[config.mk]
export PLATFORM = sky130hd
export DESIGN_NAME = i2c_master_slave_control
export DESIGN_NICKNAME = d
export VERILOG_FILES = /design/src/core/i2c_ctrl_pkg.sv /design/src/core/i2c_master_slave_control.sv /design/src/core/i2c_rate_ticker.sv
export VERILOG_INCLUDE_DIRS = /design/src /design/src/core
export SDC_FILE = /design/constraint.sdc
export NUM_CORES = 1
export LEC_CHECK = 0
export BUFFER_PORTS_ARGS = -buffer_cell sky130_fd_sc_hd__buf_2
export CORE_MARGIN = 4
export CORE_UTILIZATION = 54
export CTS_CLUSTER_DIAMETER = 200
export DETAILED_ROUTE_END_ITERATION = 10
export PLACE_DENSITY = 0.78
export SYNTH_ARGS = -nofsm -noshare
export SYNTH_HDL_FRONTEND = slang
export SYNTH_HIERARCHICAL = 1
export SYNTH_SLANG_ARGS = --single-unit
[constraint.sdc]
create_clock -name ref_clk -period 2.5 [get_ports ref_clk]
set_input_delay 0.25 -clock ref_clk [delete_from_list [all_inputs] [get_ports ref_clk]]
set_output_delay 0.25 -clock ref_clk [all_outputs]
set_load 0.01 [all_outputs]
[src/core/i2c_ctrl_consts.svh]
/*
 * Register indices, field positions and reset values of the I2C control block.
 * Assumes a byte address on the register bus equal to four times the index.
 */
`ifndef I2C_CTRL_CONSTS_SVH
`define I2C_CTRL_CONSTS_SVH

`define IDX_CLOCK_SELECT 10'h3c0
`define IDX_ADDRESS_MODE 10'h3c2
`define IDX_BIT_RATE 10'h3c4
`define IDX_SLAVE_ADDRESS 10'h3c8
`define IDX_COMMAND_CONTROL 10'h3ca
`define IDX_TRANSMIT_BUFFER 10'h3cc
`define IDX_RECEIVE_BUFFER 10'h3ce
`define IDX_STATUS_FLAGS 10'h3d0
`define IDX_INTERRUPT_MASK 10'h3d2

`define CLK_SRC_BIT 0
`define CLK_DIV_HI 5
`define CLK_DIV_LO 4
`define MODE_TEN_BIT 2
`define MODE_GC_BIT 1
`define RATE_RESET 7'h7f
`define CTL_ENABLE 0
`define CTL_SOFT_RESET 1
`define CTL_START 2
`define CTL_STOP 3
`define CTL_NACK 4
`define CTL_MASTER 5
`define ST_SDA_LOW 12
`define ST_SCL_LOW 11
`define ST_BUSY 10
`define ST_TR 9

`define F_TBE 0
`define F_RBF 1
`define F_ERR 2
`define F_START 3
`define F_STOP 4
`define F_NACK 5
`define F_GC 6
`define F_BYTEEND 7

`define GC_ADDR 8'h00
`define TEN_BIT_HDR 5'h1e
`define LAST_BIT 4'h8
`define ACK_BIT 4'h9

`endif

[src/core/i2c_ctrl_pkg.sv]
/*
 * Types shared by the I2C control block files.
 * Assumes nothing beyond a SystemVerilog compiler.
 */
package i2c_ctrl_pkg;
	typedef enum logic [5:0] {
		st_idle = 6'b000001,
		st_start = 6'b000010,
		st_hold = 6'b000100,
		st_byte = 6'b001000,
		st_stop = 6'b010000,
		st_slave = 6'b100000
	} eng_state_e;
endpackage

[src/core/i2c_master_slave_control.sv]
/*
 * I2C master/slave controller with its register file on an Avalon-MM slave.
 * Assumes bus pins are open drain, resolved outside, and sampled synchronously.
 */
`timescale 1ns/1ps
`include "i2c_ctrl_consts.svh"
// Summary of operation
// - Source bit picks fast or low-speed oscillator
// - Divider 1,2,4,8 on fast; low-speed undivided
// - Address-width bit picks ten or seven bits
// - General-call enable bit answers address zero
// - Seven-bit rate field, resets to all ones
// - Control bit positions enable through master
// - Receive byte read-only, upper bits zero
// - Transmit-empty flag bit zero, write-one clears
module i2c_master_slave_control import i2c_ctrl_pkg::*; #(
	parameter int ADDR_W = 12
) (
	// Clock and reset
	input wire logic ref_clk,
	input wire logic rst_b,
	// Register bus
	input wire logic [ADDR_W-1:0] address,
	input wire logic read,
	input wire logic write,
	input wire logic [3:0] byteenable,
	input wire logic [31:0] writedata,
	output logic [31:0] readdata,
	output logic waitrequest,
	// Oscillator ticks
	input wire logic fast_osc_tick,
	input wire logic low_osc_tick,
	// Bus pins
	input wire logic scl_in,
	output logic scl_out,
	output logic scl_oe,
	input wire logic sda_in,
	output logic sda_out,
	output logic sda_oe,
	// Interrupt
	output logic irq
);
	generate
		if (ADDR_W < 12) begin : bad_addr
			$error("i2c_master_slave_control: address too narrow");
		end
	endgenerate

	logic clock_source_select;
	logic [1:0] clock_divider;
	logic own_addr_ten_bit;
	logic general_call_respond;
	logic [6:0] bit_rate_setting;
	logic [9:0] own_slave_address;
	logic unit_enable;
	logic soft_reset_request;
	logic send_start_request;
	logic send_stop_request;
	logic send_nack_request;
	logic master_select;
	logic [7:0] tx_data;
	logic tx_full;
	logic [7:0] rx_data;
	logic [7:0] i2c_status_flags;
	logic [7:0] interrupt_mask;
	logic en_q;
	logic bus_ack;
	logic [15:0] rd_mux;
	logic [7:0] flag_clr;
	logic wr_acc;
	logic rd_acc;
	logic phase_tick;
	eng_state_e state;
	logic [1:0] phase;
	logic [3:0] bit_cnt;
	logic [7:0] shift;
	logic transmitting;
	logic scl_low;
	logic sda_low;
	logic [1:0] slave_phase;
	logic got_nack;
	logic dir_read;
	logic first_byte;
	logic [7:0] ev;
	logic tx_load;
	logic start_done;
	logic stop_done;
	logic nack_done;
	logic scl_q;
	logic sda_q;
	logic bus_busy;
	logic start_seen;
	logic stop_seen;
	logic scl_rise;
	logic scl_fall;
	logic eng_clr;
	logic gc_hit;
	logic own7_hit;
	logic hdr_hit;

	function automatic logic hit(input logic [ADDR_W-1:0] a, input logic [9:0] idx);
		hit = (a == ADDR_W'({idx, 2'b00}));
	endfunction

	// Request is held one cycle under waitrequest so read data come from a flop
	assign waitrequest = (read || write) && !bus_ack;
	assign wr_acc = write && bus_ack;
	assign rd_acc = read && bus_ack;

	always_ff @(posedge ref_clk or negedge rst_b) begin
		if (!rst_b) begin
			bus_ack <= 1'b0;
			readdata <= 32'h00000000;
		end else begin
			bus_ack <= (read || write) && !bus_ack;
			if (read && !bus_ack) begin
				readdata <= {16'h0000, rd_mux};
			end
		end
	end

	// Unmapped addresses read as zero and ignore writes
	always_comb begin
		rd_mux = 16'h0000;
		if (hit(address, `IDX_CLOCK_SELECT)) begin
			rd_mux[`CLK_SRC_BIT] = clock_source_select;
			rd_mux[`CLK_DIV_HI:`CLK_DIV_LO] = clock_divider;
		end else if (hit(address, `IDX_ADDRESS_MODE)) begin
			rd_mux[`MODE_TEN_BIT] = own_addr_ten_bit;
			rd_mux[`MODE_GC_BIT] = general_call_respond;
		end else if (hit(address, `IDX_BIT_RATE)) begin
			rd_mux[6:0] = bit_rate_setting;
		end else if (hit(address, `IDX_SLAVE_ADDRESS)) begin
			rd_mux[9:0] = own_slave_address;
		end else if (hit(address, `IDX_COMMAND_CONTROL)) begin
			rd_mux[`CTL_ENABLE] = unit_enable;
			rd_mux[`CTL_SOFT_RESET] = soft_reset_request;
			rd_mux[`CTL_START] = send_start_request;
			rd_mux[`CTL_STOP] = send_stop_request;
			rd_mux[`CTL_NACK] = send_nack_request;
			rd_mux[`CTL_MASTER] = master_select;
		end else if (hit(address, `IDX_TRANSMIT_BUFFER)) begin
			rd_mux[7:0] = tx_data;
		end else if (hit(address, `IDX_RECEIVE_BUFFER)) begin
			rd_mux[7:0] = rx_data;
		end else if (hit(address, `IDX_STATUS_FLAGS)) begin
			rd_mux[7:0] = i2c_status_flags;
			rd_mux[`ST_SDA_LOW] = !sda_in;
			rd_mux[`ST_SCL_LOW] = !scl_in;
			rd_mux[`ST_BUSY] = bus_busy;
			rd_mux[`ST_TR] = transmitting;
		end else if (hit(address, `IDX_INTERRUPT_MASK)) begin
			rd_mux[7:0] = interrupt_mask;
		end
	end

	// Address mode and bit rate are locked while enabled; clock select, slave address and mask are not
	always_ff @(posedge ref_clk or negedge rst_b) begin
		if (!rst_b) begin
			clock_source_select <= 1'b0;
			clock_divider <= 2'h0;
			own_addr_ten_bit <= 1'b0;
			general_call_respond <= 1'b0;
			bit_rate_setting <= `RATE_RESET;
			own_slave_address <= 10'h000;
			interrupt_mask <= 8'h00;
		end else if (wr_acc && byteenable[0]) begin
			if (hit(address, `IDX_CLOCK_SELECT)) begin
				clock_source_select <= writedata[`CLK_SRC_BIT];
				clock_divider <= writedata[`CLK_DIV_HI:`CLK_DIV_LO];
			end
			if (hit(address, `IDX_ADDRESS_MODE) && !unit_enable) begin
				own_addr_ten_bit <= writedata[`MODE_TEN_BIT];
				general_call_respond <= writedata[`MODE_GC_BIT];
			end
			if (hit(address, `IDX_BIT_RATE) && !unit_enable) begin
				bit_rate_setting <= writedata[6:0];
			end
			if (hit(address, `IDX_SLAVE_ADDRESS)) begin
				own_slave_address[7:0] <= writedata[7:0];
				if (byteenable[1]) own_slave_address[9:8] <= writedata[9:8];
			end
			if (hit(address, `IDX_INTERRUPT_MASK)) begin
				interrupt_mask <= writedata[7:0];
			end
		end else if (wr_acc && byteenable[1] && hit(address, `IDX_SLAVE_ADDRESS)) begin
			own_slave_address[9:8] <= writedata[9:8];
		end
	end

	// Control bits; start and stop are only accepted together with master
	always_ff @(posedge ref_clk or negedge rst_b) begin
		if (!rst_b) begin
			unit_enable <= 1'b0;
			soft_reset_request <= 1'b0;
			send_start_request <= 1'b0;
			send_stop_request <= 1'b0;
			send_nack_request <= 1'b0;
			master_select <= 1'b0;
		end else if (wr_acc && byteenable[0] && hit(address, `IDX_COMMAND_CONTROL)) begin
			unit_enable <= writedata[`CTL_ENABLE];
			master_select <= writedata[`CTL_MASTER];
			soft_reset_request <= writedata[`CTL_SOFT_RESET];
			send_start_request <= (send_start_request && !start_done)
				|| (writedata[`CTL_START] && writedata[`CTL_MASTER]);
			send_stop_request <= (send_stop_request && !stop_done)
				|| (writedata[`CTL_STOP] && writedata[`CTL_MASTER]);
			send_nack_request <= (send_nack_request && !nack_done) || writedata[`CTL_NACK];
		end else if (soft_reset_request) begin
			soft_reset_request <= 1'b0;
			send_start_request <= 1'b0;
			send_stop_request <= 1'b0;
			send_nack_request <= 1'b0;
		end else begin
			if (start_done) send_start_request <= 1'b0;
			if (stop_done) send_stop_request <= 1'b0;
			if (nack_done) send_nack_request <= 1'b0;
		end
	end

	// A write in the cycle of the engine's tx_load pulse wins, keeping the new byte
	always_ff @(posedge ref_clk or negedge rst_b) begin
		if (!rst_b) begin
			tx_data <= 8'h00;
			tx_full <= 1'b0;
		end else if (wr_acc && byteenable[0] && hit(address, `IDX_TRANSMIT_BUFFER)) begin
			tx_data <= writedata[7:0];
			tx_full <= 1'b1;
		end else if (tx_load || soft_reset_request) begin
			tx_full <= 1'b0;
		end
	end

	// Read clears all, write-one clears chosen bits; a new event wins over both, but a soft reset drops it
	always_comb begin
		flag_clr = 8'h00;
		if (rd_acc && hit(address, `IDX_STATUS_FLAGS)) begin
			flag_clr = 8'hff;
		end else if (wr_acc && byteenable[0] && hit(address, `IDX_STATUS_FLAGS)) begin
			flag_clr = writedata[7:0];
		end
	end

	always_ff @(posedge ref_clk or negedge rst_b) begin
		if (!rst_b) begin
			i2c_status_flags <= 8'h00;
			en_q <= 1'b0;
		end else begin
			en_q <= unit_enable;
			if (soft_reset_request) begin
				i2c_status_flags <= 8'h00;
				// The reset empties the transmit buffer, so it is ready for a byte
				i2c_status_flags[`F_TBE] <= unit_enable;
			end else begin
				i2c_status_flags <= (i2c_status_flags & ~flag_clr) | ev;
				if (unit_enable && !en_q && !tx_full) begin
					i2c_status_flags[`F_TBE] <= 1'b1;
				end
			end
		end
	end

	assign irq = |(i2c_status_flags & interrupt_mask);

	// Open drain: only ever pull low
	assign scl_out = 1'b0;
	assign sda_out = 1'b0;
	assign scl_oe = scl_low;
	assign sda_oe = sda_low;

	always_ff @(posedge ref_clk or negedge rst_b) begin
		if (!rst_b) begin
			scl_q <= 1'b1;
			sda_q <= 1'b1;
			bus_busy <= 1'b0;
		end else begin
			scl_q <= scl_in;
			sda_q <= sda_in;
			if (start_seen) bus_busy <= 1'b1;
			else if (stop_seen) bus_busy <= 1'b0;
		end
	end

	assign start_seen = scl_in && scl_q && sda_q && !sda_in;
	assign stop_seen = scl_in && scl_q && !sda_q && sda_in;
	assign scl_rise = scl_in && !scl_q;
	assign scl_fall = !scl_in && scl_q;
	assign eng_clr = soft_reset_request || !unit_enable;
	assign gc_hit = (shift == `GC_ADDR) && general_call_respond;
	assign own7_hit = !own_addr_ten_bit && (shift[7:1] == own_slave_address[6:0]);
	assign hdr_hit = own_addr_ten_bit && (shift[7:3] == `TEN_BIT_HDR)
		&& (shift[2:1] == own_slave_address[9:8]);

	i2c_rate_ticker #(
		.RATE_W(7),
		.DIV_W(2)
	) u_ticker (
		.ref_clk(ref_clk),
		.rst_b(rst_b),
		.enable(unit_enable),
		.fast_osc_tick(fast_osc_tick),
		.low_osc_tick(low_osc_tick),
		.clock_source_select(clock_source_select),
		.clock_divider(clock_divider),
		.bit_rate_setting(bit_rate_setting),
		.phase_tick(phase_tick)
	);

	// Master bits run on four quarter-bit phases; slave bits follow the clock edges
	always_ff @(posedge ref_clk or negedge rst_b) begin
		if (!rst_b) begin
			state <= st_idle;
			phase <= 2'h0;
			bit_cnt <= 4'h0;
			shift <= 8'h00;
			transmitting <= 1'b0;
			scl_low <= 1'b0;
			sda_low <= 1'b0;
			slave_phase <= 2'h0;
			got_nack <= 1'b0;
			dir_read <= 1'b0;
			first_byte <= 1'b0;
			ev <= 8'h00;
			tx_load <= 1'b0;
			start_done <= 1'b0;
			stop_done <= 1'b0;
			nack_done <= 1'b0;
			rx_data <= 8'h00;
		end else begin
			ev <= 8'h00;
			tx_load <= 1'b0;
			start_done <= 1'b0;
			stop_done <= 1'b0;
			nack_done <= 1'b0;
			if (eng_clr) begin
				state <= st_idle;
				scl_low <= 1'b0;
				sda_low <= 1'b0;
				bit_cnt <= 4'h0;
				transmitting <= 1'b0;
			end else begin
				unique case (state)
					st_idle: begin
						scl_low <= 1'b0;
						sda_low <= 1'b0;
						if (master_select && send_start_request && !bus_busy) begin
							state <= st_start;
							phase <= 2'h0;
						end else if (!master_select && start_seen) begin
							state <= st_slave;
							bit_cnt <= 4'h0;
							slave_phase <= 2'h0;
							transmitting <= 1'b0;
							ev[`F_START] <= 1'b1;
						end
					end
					// A stretched clock delays the data-line edge of start and stop
					st_start: if (phase_tick && !(phase == 2'h2 && !scl_in)) begin
						phase <= phase + 2'h1;
						case (phase)
							2'h0: sda_low <= 1'b0;
							2'h1: scl_low <= 1'b0;
							2'h2: sda_low <= 1'b1;
							default: begin
								scl_low <= 1'b1;
								start_done <= 1'b1;
								ev[`F_START] <= 1'b1;
								state <= st_hold;
								transmitting <= 1'b1;
								first_byte <= 1'b1;
							end
						endcase
					end
					st_hold: begin
						sda_low <= 1'b0;
						phase <= 2'h0;
						bit_cnt <= 4'h0;
						if (send_stop_request) begin
							state <= st_stop;
						end else if (send_start_request && !start_done) begin
						// The request bit drops only one cycle after its done pulse
							state <= st_start;
						end else if (transmitting && tx_full) begin
							shift <= tx_data;
							tx_load <= 1'b1;
							ev[`F_TBE] <= 1'b1;
							if (first_byte) dir_read <= tx_data[0];
							state <= st_byte;
						end else if (!transmitting && !i2c_status_flags[`F_RBF]) begin
							state <= st_byte;
						end
					end
					st_byte: if (phase_tick && !(phase == 2'h2 && !scl_in)) begin
						// A slave stretching the clock holds the sampling phase
						phase <= phase + 2'h1;
						case (phase)
							2'h0: begin
								if (bit_cnt < `LAST_BIT) sda_low <= transmitting && !shift[7];
								else sda_low <= !transmitting && !send_nack_request;
							end
							2'h1: scl_low <= 1'b0;
							2'h2: begin
								if (bit_cnt < `LAST_BIT) begin
									shift <= {shift[6:0], sda_in};
									if (transmitting && !sda_low && !sda_in) begin
										ev[`F_ERR] <= 1'b1;
										state <= st_idle;
									end
								end else begin
									got_nack <= sda_in;
								end
							end
							default: begin
								scl_low <= 1'b1;
								if (bit_cnt < `LAST_BIT) begin
									bit_cnt <= bit_cnt + 4'h1;
								end else begin
									state <= st_hold;
									first_byte <= 1'b0;
									ev[`F_BYTEEND] <= 1'b1;
									if (transmitting) begin
										if (got_nack) ev[`F_NACK] <= 1'b1;
										else if (first_byte && dir_read) transmitting <= 1'b0;
									end else begin
										rx_data <= shift;
										ev[`F_RBF] <= 1'b1;
										if (send_nack_request) nack_done <= 1'b1;
									end
								end
							end
						endcase
					end
					st_stop: if (phase_tick && !(phase == 2'h2 && !scl_in)) begin
						phase <= phase + 2'h1;
						case (phase)
							2'h0: sda_low <= 1'b1;
							2'h1: scl_low <= 1'b0;
							2'h2: sda_low <= 1'b0;
							default: begin
								stop_done <= 1'b1;
								ev[`F_STOP] <= 1'b1;
								state <= st_idle;
							end
						endcase
					end
					st_slave: begin
						if (stop_seen) begin
							state <= st_idle;
							sda_low <= 1'b0;
							ev[`F_STOP] <= 1'b1;
						end else if (start_seen) begin
							bit_cnt <= 4'h0;
							slave_phase <= 2'h0;
							transmitting <= 1'b0;
							sda_low <= 1'b0;
							ev[`F_START] <= 1'b1;
						end else if (scl_rise) begin
							if (bit_cnt < `LAST_BIT) begin
								shift <= {shift[6:0], sda_in};
								bit_cnt <= bit_cnt + 4'h1;
							end else if (bit_cnt == `LAST_BIT) begin
								got_nack <= sda_in;
								bit_cnt <= `ACK_BIT;
							end
						end else if (scl_fall) begin
							if (bit_cnt == `LAST_BIT) begin
								sda_low <= 1'b0;
								if (slave_phase == 2'h0) begin
									if (gc_hit) begin
										sda_low <= 1'b1;
										ev[`F_GC] <= 1'b1;
										slave_phase <= 2'h2;
										transmitting <= 1'b0;
									end else if (own7_hit) begin
										sda_low <= 1'b1;
										slave_phase <= 2'h2;
										transmitting <= shift[0];
									end else if (hdr_hit) begin
										sda_low <= 1'b1;
										slave_phase <= shift[0] ? 2'h2 : 2'h1;
										transmitting <= shift[0];
									end else begin
										state <= st_idle;
									end
								end else if (slave_phase == 2'h1) begin
									if (shift == own_slave_address[7:0]) begin
										sda_low <= 1'b1;
										slave_phase <= 2'h2;
									end else begin
										state <= st_idle;
									end
								end else if (!transmitting) begin
									sda_low <= !send_nack_request;
									if (send_nack_request) nack_done <= 1'b1;
									rx_data <= shift;
									ev[`F_RBF] <= 1'b1;
								end
							end else if (bit_cnt == `ACK_BIT) begin
								bit_cnt <= 4'h0;
								sda_low <= 1'b0;
								ev[`F_BYTEEND] <= 1'b1;
								if (transmitting) begin
									if (got_nack) begin
										ev[`F_NACK] <= 1'b1;
										state <= st_idle;
									end else begin
										// An empty buffer still shifts its old byte, flagged
										shift <= tx_data;
										tx_load <= 1'b1;
										ev[`F_TBE] <= 1'b1;
										ev[`F_ERR] <= !tx_full;
										sda_low <= !tx_data[7];
									end
								end
							end else if (transmitting && bit_cnt != 4'h0) begin
								sda_low <= !shift[7];
							end
						end
					end
					default: state <= st_idle;
				endcase
			end
		end
	end
endmodule

[src/core/i2c_rate_ticker.sv]
/*
 * Source select, divider and rate counter giving one quarter-bit enable pulse.
 * Assumes both oscillator ticks are one-cycle pulses synchronous to ref_clk.
 */
`timescale 1ns/1ps
`include "i2c_ctrl_consts.svh"
module i2c_rate_ticker #(
	parameter int RATE_W = 7,
	parameter int DIV_W = 2
) (
	// Clock and reset
	input wire logic ref_clk,
	input wire logic rst_b,
	// Sources and settings
	input wire logic enable,
	input wire logic fast_osc_tick,
	input wire logic low_osc_tick,
	input wire logic clock_source_select,
	input wire logic [DIV_W-1:0] clock_divider,
	input wire logic [RATE_W-1:0] bit_rate_setting,
	// Quarter-bit enable
	output logic phase_tick
);
	generate
		if (RATE_W < 1 || DIV_W != 2) begin : bad_width
			$error("i2c_rate_ticker: unsupported width");
		end
	endgenerate

	logic src_tick;
	logic clk_tick;
	logic [2:0] div_cnt;
	logic [2:0] div_last;
	logic [RATE_W-1:0] rate_cnt;

	assign src_tick = clock_source_select ? low_osc_tick : fast_osc_tick;
	// Low-speed source ignores the divider code
	assign div_last = clock_source_select ? 3'h0 : 3'((4'h1 << clock_divider) - 4'h1);
	assign clk_tick = src_tick && (div_cnt >= div_last);

	// Disable stops every count, which is the gated operating clock
	always_ff @(posedge ref_clk or negedge rst_b) begin
		if (!rst_b) begin
			div_cnt <= 3'h0;
		end else if (!enable || clk_tick) begin
			div_cnt <= 3'h0;
		end else if (src_tick) begin
			div_cnt <= div_cnt + 3'h1;
		end
	end

	// A zero rate ticks on every divided clock, the same as a rate of one, rather than stalling
	always_ff @(posedge ref_clk or negedge rst_b) begin
		if (!rst_b) begin
			rate_cnt <= '0;
			phase_tick <= 1'b0;
		end else begin
			phase_tick <= 1'b0;
			if (!enable) begin
				rate_cnt <= '0;
			end else if (clk_tick) begin
				if (rate_cnt + 1'b1 >= bit_rate_setting) begin
					rate_cnt <= '0;
					phase_tick <= 1'b1;
				end else begin
					rate_cnt <= rate_cnt + 1'b1;
				end
			end
		end
	end
endmodule

==> metrics.cfg, run 1 <==
[drt]
avgViaCountPerCell = 6.268
drt-initial-drc-count = 900
firstDrtPassIters = 9
drtAntennaViolNets = 0
drc = 0
wl_per_cell_microns = 19.73
vias = 6888
routed_wl_microns = 21690

[worst_setup_path]
start_kind = register
critPathCaptureType = register
criticalPathCategory = register to register
worstPathRequired_ps = 2800
critPathArrivalTime_ps = 2670
rr_startpoint = state[0]
critPathMaxFanout = 4
startpoint = state[0]

[floorplanning]
io-pin-count = 94
initial_utilization = 0.5477
die_w_microns = 129.2
core_area_sq_um = 14480
fp.dieH_microns = 129.2
rows = 44
dieArea_sq_um = 16690

[min_path]
min-delay-start = writedata[9]
hold_path_class = input pin to register

[synthesis]
synth.area.top_cells = dfrtp_1, mux2_2, ha_1
yosysMostFrequentCell = dfrtp_1
synthFlopType = dfrtp_1
synth_edf_count = 0
yosys.area.top_type = dfrtp_1
yosys-top-cells-count = dfrtp_1, nor2_1, nand2_1
yosys.cell_types.count = 89
yosysWarnings = 6
syn_inst = 825
avgSynthCellArea_sq_um = 9.612
yosysSeqAreaShare = 0.4086
synth-seq-cells = 129
netlist.area_leader.share = 0.3755
ys_async_sr_fraction = 1.000
synth_area_sq_um = 7930

[clocking]
htree_levels = 4
clk_pin_slew_ps = 60
cts_buffers = 17
cts_tree = yes
insertion_delay_ps = 420
clock_sinks = 129
root_buffer = clkbuf_16
cts_buffer_depth = 2

[grt]
grt_use_total = 0.2683
antenna_found_initial = 0
grt.overflow.total = 0
grt_pass1_vias = 6448
grt_max_degree = 52
grt_pass1_wl_microns = 34840

[sta]
fmax_mhz = 421.0
worst_pin_slew_ps = 850.1
fin_setup_tns_ps = 0
min_period_ps = 2375
rsz0062_at_grt = false
slew_headroom = 0.4332
finalSetupViolCount = 0
min_period_over_period = 0.9502
hold_viol_final = 0
drv_slew = 0
clock_skew_ps = 10.48

[power_and_ir_drop]
p_leak_nw = 4.187
total_power_mw = 4.771
peakVddDrop_mv = 0.4934
power_density_nw_per_um2 = 521.8

[final_layout]
antenna_cells = 0
drive_above_1_share = 0.2404
syn_to_final_growth_pct = 15.30
post-route-util = 0.6315
nNetsFinal = 982

[place]
port_buffers = 48
place_hpwl_microns = 16190
finalWeightedCongestion = 1.019

[run_status]
status = finished clean

[job]
drv_cap = 0

## worst max-delay path, stage by stage (launching register included)
cell     delay, ps
dfstp_2        550
or4b_4         480
a311o_1        330
o21ai_1        150
nor4_1          70
o21a_2         160
o21ai_4        180
mux2_1         340
## layout by cell type (no fill, tap or decap), types with 9 or more instances in the layout
master | synthesis | routed
dfrtp_1 | 119 | 119
nor2_1 | 65 | 65
nand2_1 | 64 | 64
buf_4 | 22 | 48
a21oi_1 | 47 | 47
buf_2 | 10 | 47
o21ai_0 | 45 | 45
mux2_2 | 45 | 45
nand3_1 | 31 | 31
inv_1 | 24 | 24
ha_1 | 23 | 22
nor3_1 | 21 | 21
conb_1 | 1 | 21
a31oi_1 | 18 | 18
clkbuf_16 | 0 | 17
mux2i_1 | 16 | 16
o22ai_1 | 15 | 15
xnor2_1 | 14 | 14
xor2_1 | 12 | 12
nor2b_1 | 11 | 11
nand2b_1 | 10 | 10
dfstp_2 | 10 | 10
nand4_1 | 9 | 9
nor4_1 | 9 | 9
mux2_1 | 9 | 9
## power by group
part / switching (mW) / internal, mW
Sequential: 0.0154 / 2.11
Combinational: 0.209 / 0.0887
Clock: 0.931 / 1.42
Total: 1.16 / 3.62
## per-stage QoR
step | instances | cell area [sq um] | setup slack (ps) | hold WS [ps]
2_1_floorplan | 845 | 8005 | 171.1 | -45.59
6_report | 1099 | 9144 | 124.6 | 45.24
3_3_place_gp | 1065 | 8546 | 156.0 | 323.2
4_1_cts | 1098 | 9125 | 124.0 | 33.58
5_1_grt | 1099 | 9144 | 4.011 | 36.95
3_5_place_dp | 1065 | 8546 | 125.7 | 330.2
## timing repair
| action | 4_1_cts | 5_1_grt |
|---|---|---|
| hold buffers | 2 | 0 |
| endpoints found under the hold margin | 46 | 0 |
| endpoints found under the setup margin | 0 | 23 |
| gates resized for setup | 0 | 3 |
| setup buffers | 0 | 1 |
## path summary, 6_finish.rpt
kind | to | slack, ps | depth (start not counted)
min reg2reg | i2c_status_flags[5] | 460 | 2
max in group asynchronous | bit_rate_setting[3] | 1370 | 3
max | state[3] | 120 | 7
max reg2reg | state[3] | 120 | 7
min in group asynchronous | shift[3] | 410 | 2
min | own_slave_address[9] | 50 | 2
## flip-flops by register name (all words and copies together) (netlist names), 6 cells and up
signal             cells
ev                     7
shift                  8
own_slave_address     10
readdata              13
rx_data                8
interrupt_mask         8
i2c_status_flags       8
u_ticker/rate_cnt      7
tx_data                8
state                  6
bit_rate_setting       7
## layer usage
metal | share of wire | vias to the layer above | GRT usage
li1 | - | 3151 | -
met1 | 0.41 | 3294 | 0.3691
met2 | 0.46 | 371 | 0.4067
met3 | 0.086 | 72 | 0.06018
met4 | 0.043 | 0 | 0.1217
met5 | 0 | - | 0
## area by class of cell
| cell class | count | area (sq um) |
|---|---|---|
| clock buffers | 19 | 452.9 |
| clock inverters | 12 | 106.4 |
| fillers | 1175 | 5335 |
| inverters | 24 | 90.09 |
| multi-input cells | 631 | 4348 |
| flip-flops and latches | 129 | 3241 |
| well taps | 184 | 230.2 |
| repair buffers | 100 | 675.6 |
## cells by family after synthesis
group,Yosys count,synth area share
and+or+nand+nor,286,0.2023
AOI/OAI and AO/OA,203,0.1687
DFF,129,0.4086
buffers and inverters,85,0.05396
muxes,70,0.09688
xor gates and xnor gates,28,0.03282
adders and majority gates,23,0.03629
other,1,0.0004729
(Power assumes the default switching activity.)
==> run 2, diff against run 1 <==
- CELL_PAD_IN_SITES_DETAIL_PLACEMENT: default -> 0
- CELL_PAD_IN_SITES_GLOBAL_PLACEMENT: default -> 2
- CORE_UTILIZATION: 54 -> 34
- PLACE_DENSITY: 0.78 -> default
- PLACE_DENSITY_LB_ADDON: default -> 0.1
==> run 2 against run 1 <==
Net effect: maximum frequency down 4.2%; die area is 55% higher; critical path depth unchanged; cell area is 4.1% higher; largest cell class unchanged.
==> metrics.cfg, run 2 (same netlist as run 1, synthesis figures left out) <==
[power_and_ir_drop]
p_leak_nw = 4.307  ; +2.9%
power_density_nw_per_um2 = 543.8  ; +4.2%
peakVddDrop_mv = 0.3452  ; -30%
total_power_mw = 5.176  ; +8.5%

[worst_setup_path]
crit_buf_inv = 0  ; unchanged
cpPeakStageDelay_ps = 560  ; about the same
criticalPathCategory = register to register
rrSetupSlack_ps = 20  ; -100 ps
worst_path_max_delay_cell = dfstp_2
crit_family = compound AO/OA/AOI/OAI gates
start_kind = register
critPathMaxFanout = 4  ; unchanged
critPathArrivalTime_ps = 2790  ; +120 ps
worstPathRequired_ps = 2810  ; about the same
critPathCaptureType = register
path_cells = or4b_4, a311o_1, o21ai_2, nor4_2, o21a_2, o21ai_4, mux2_4

[run_status]
status = finished clean

[clocking]
htree_levels = 4  ; unchanged
root_buffer = clkbuf_16
clock_sinks = 129  ; unchanged
clk_pin_slew_ps = 70  ; about the same
cts_tree = yes
cts_buffers = 17  ; unchanged
insertion_delay_ps = 430  ; about the same
cts_buffer_depth = 2  ; unchanged

[sta]
fmax_mhz = 403.4  ; -4.2%
hold_viol_final = 0  ; unchanged
clock_skew_ps = 14.30  ; +3.819 ps
finalSetupViolCount = 0  ; unchanged
drv_slew = 0  ; unchanged
slew_headroom = 0.5410  ; +0.1078
rsz0062_at_grt = true
min_period_over_period = 0.9917  ; +0.04148
min_period_ps = 2479  ; +103.7 ps
worst_pin_slew_ps = 688.5  ; -161.6 ps

[drt]
drc = 0  ; unchanged
drt-initial-drc-count = 357  ; -60%
routed_wl_microns = 25830  ; +19%
drtAntennaViolNets = 0  ; unchanged
firstDrtPassIters = 5  ; -4
wl_per_cell_microns = 20.85  ; +5.6%
vias = 6746  ; -2.1%
avgViaCountPerCell = 5.445  ; -13%

[floorplanning]
die_w_microns = 160.7  ; +24%
dieArea_sq_um = 25830  ; +55%
core_area_sq_um = 22780  ; +57%
initial_utilization = 0.3481  ; -0.1996
io-pin-count = 94  ; unchanged
fp.dieH_microns = 160.7  ; +24%
rows = 55  ; +25%

[grt]
grt_pass1_vias = 7006  ; +8.7%
grt_use_total = 0.2023  ; -0.06600
grt.overflow.total = 0  ; unchanged
grt_max_degree = 67  ; +29%
antenna_found_initial = 0  ; unchanged
grt_pass1_wl_microns = 41130  ; +18%

[final_layout]
antenna_cells = 0  ; unchanged
reg_top3 = readdata x13, own_slave_address x10
syn_to_final_growth_pct = 20.04
post-route-util = 0.4179  ; -0.2136
largest_register = readdata
nNetsFinal = 992  ; +1.0%
largest_register_ffs = 13  ; unchanged
fill_cells = 2268  ; +93%
drive_above_1_share = 0.2559  ; +0.01550
final_common_cell = dfrtp_1
layout_common_cells = dfrtp_1, nor2_1, nand2_1

[min_path]
hold_path_class = input pin to register

[place]
place_hpwl_microns = 19620  ; +21%
port_buffers = 48  ; unchanged
finalWeightedCongestion = 0.8894  ; -13%

[job]
drv_cap = 0  ; unchanged

## run 2: changes by cell type in the layout (fill, tap and decap cells not counted), sizes merged
cell | before | now
inv | 27 | 28
bufinv | 1 | 4
clkbuf | 19 | 18
clkinv | 7 | 2
clkinvlp | 1 | 4
buf | 98 | 108
## run 2: layer usage
layer | GRT usage | share of wire | routed length [microns] | vias to the layer above
met2 | 0.3170 | 0.47 | 12090 | 187
met4 | 0.06010 | 0.022 | 576 | 0
met5 | 0 | 0 | 0 | -
met3 | 0.04157 | 0.045 | 1157 | 32
li1 | - | - | - | 3156
met1 | 0.2834 | 0.46 | 12010 | 3371
## run 2: worst paths after layout
kind,startpoint,to,cells after the start
setup / recovery,state[0],state[3],7
max in group asynchronous,rst_b,bit_rate_setting[5],3
setup reg to reg,state[0],state[3],7
hold / removal,writedata[9],own_slave_address[9],2
hold reg to reg,readdata[8],readdata[8],2
min in group asynchronous,rst_b,shift[4],2
## run 2: final cells by class
class,count,area (sq um),area share
multi-input combinational,631,4395,0.4618
sequential,129,3241,0.3404
timing repair buffer,110,767.0,0.08057
clock buffer,18,429.2,0.04508
tap,313,391.6,0.04114
clock inverter,14,205.2,0.02156
inverter,24,90.09,0.009464
## run 2: worst reg2reg max path, stage by stage, from the launching register on
cell and delay, ps:
dfstp_2 560, or4b_4 490, a311o_1 410, o21ai_2 150, nor4_2 70, o21a_2 160
o21ai_4 210, mux2_4 320
## run 2: metrics by stage
stage / setup slack, ps / std cells / area (sq um) / hold WS [ps] / TNS, ps
CTS: 13.59 / 1236 / 9438 / 37.09 / 0
global route: -24.37 / 1239 / 9519 / 48.99 / -52.42
floorplan: 171.1 / 845 / 8005 / -45.59 / 0
finish: 20.86 / 1239 / 9519 / 54.41 / 0
global placement: 82.95 / 1202 / 8783 / 315.8 / 0
detailed placement: 30.30 / 1202 / 8783 / 321.8 / 0
## run 2: power breakdown
part           internal [mW]  switching (mW)  total [mW]
logic                 0.0963           0.227       0.323
clock network           1.69            1.04        2.73
registers               2.11          0.0157        2.13
## run 2: repair_timing
action | CTS | global route
endpoints found under the hold margin | 62 | 0
setup buffers | 0 | 3
hold buffers | 2 | 0
gates resized for setup | 0 | 13
endpoints found under the setup margin | 0 | 24
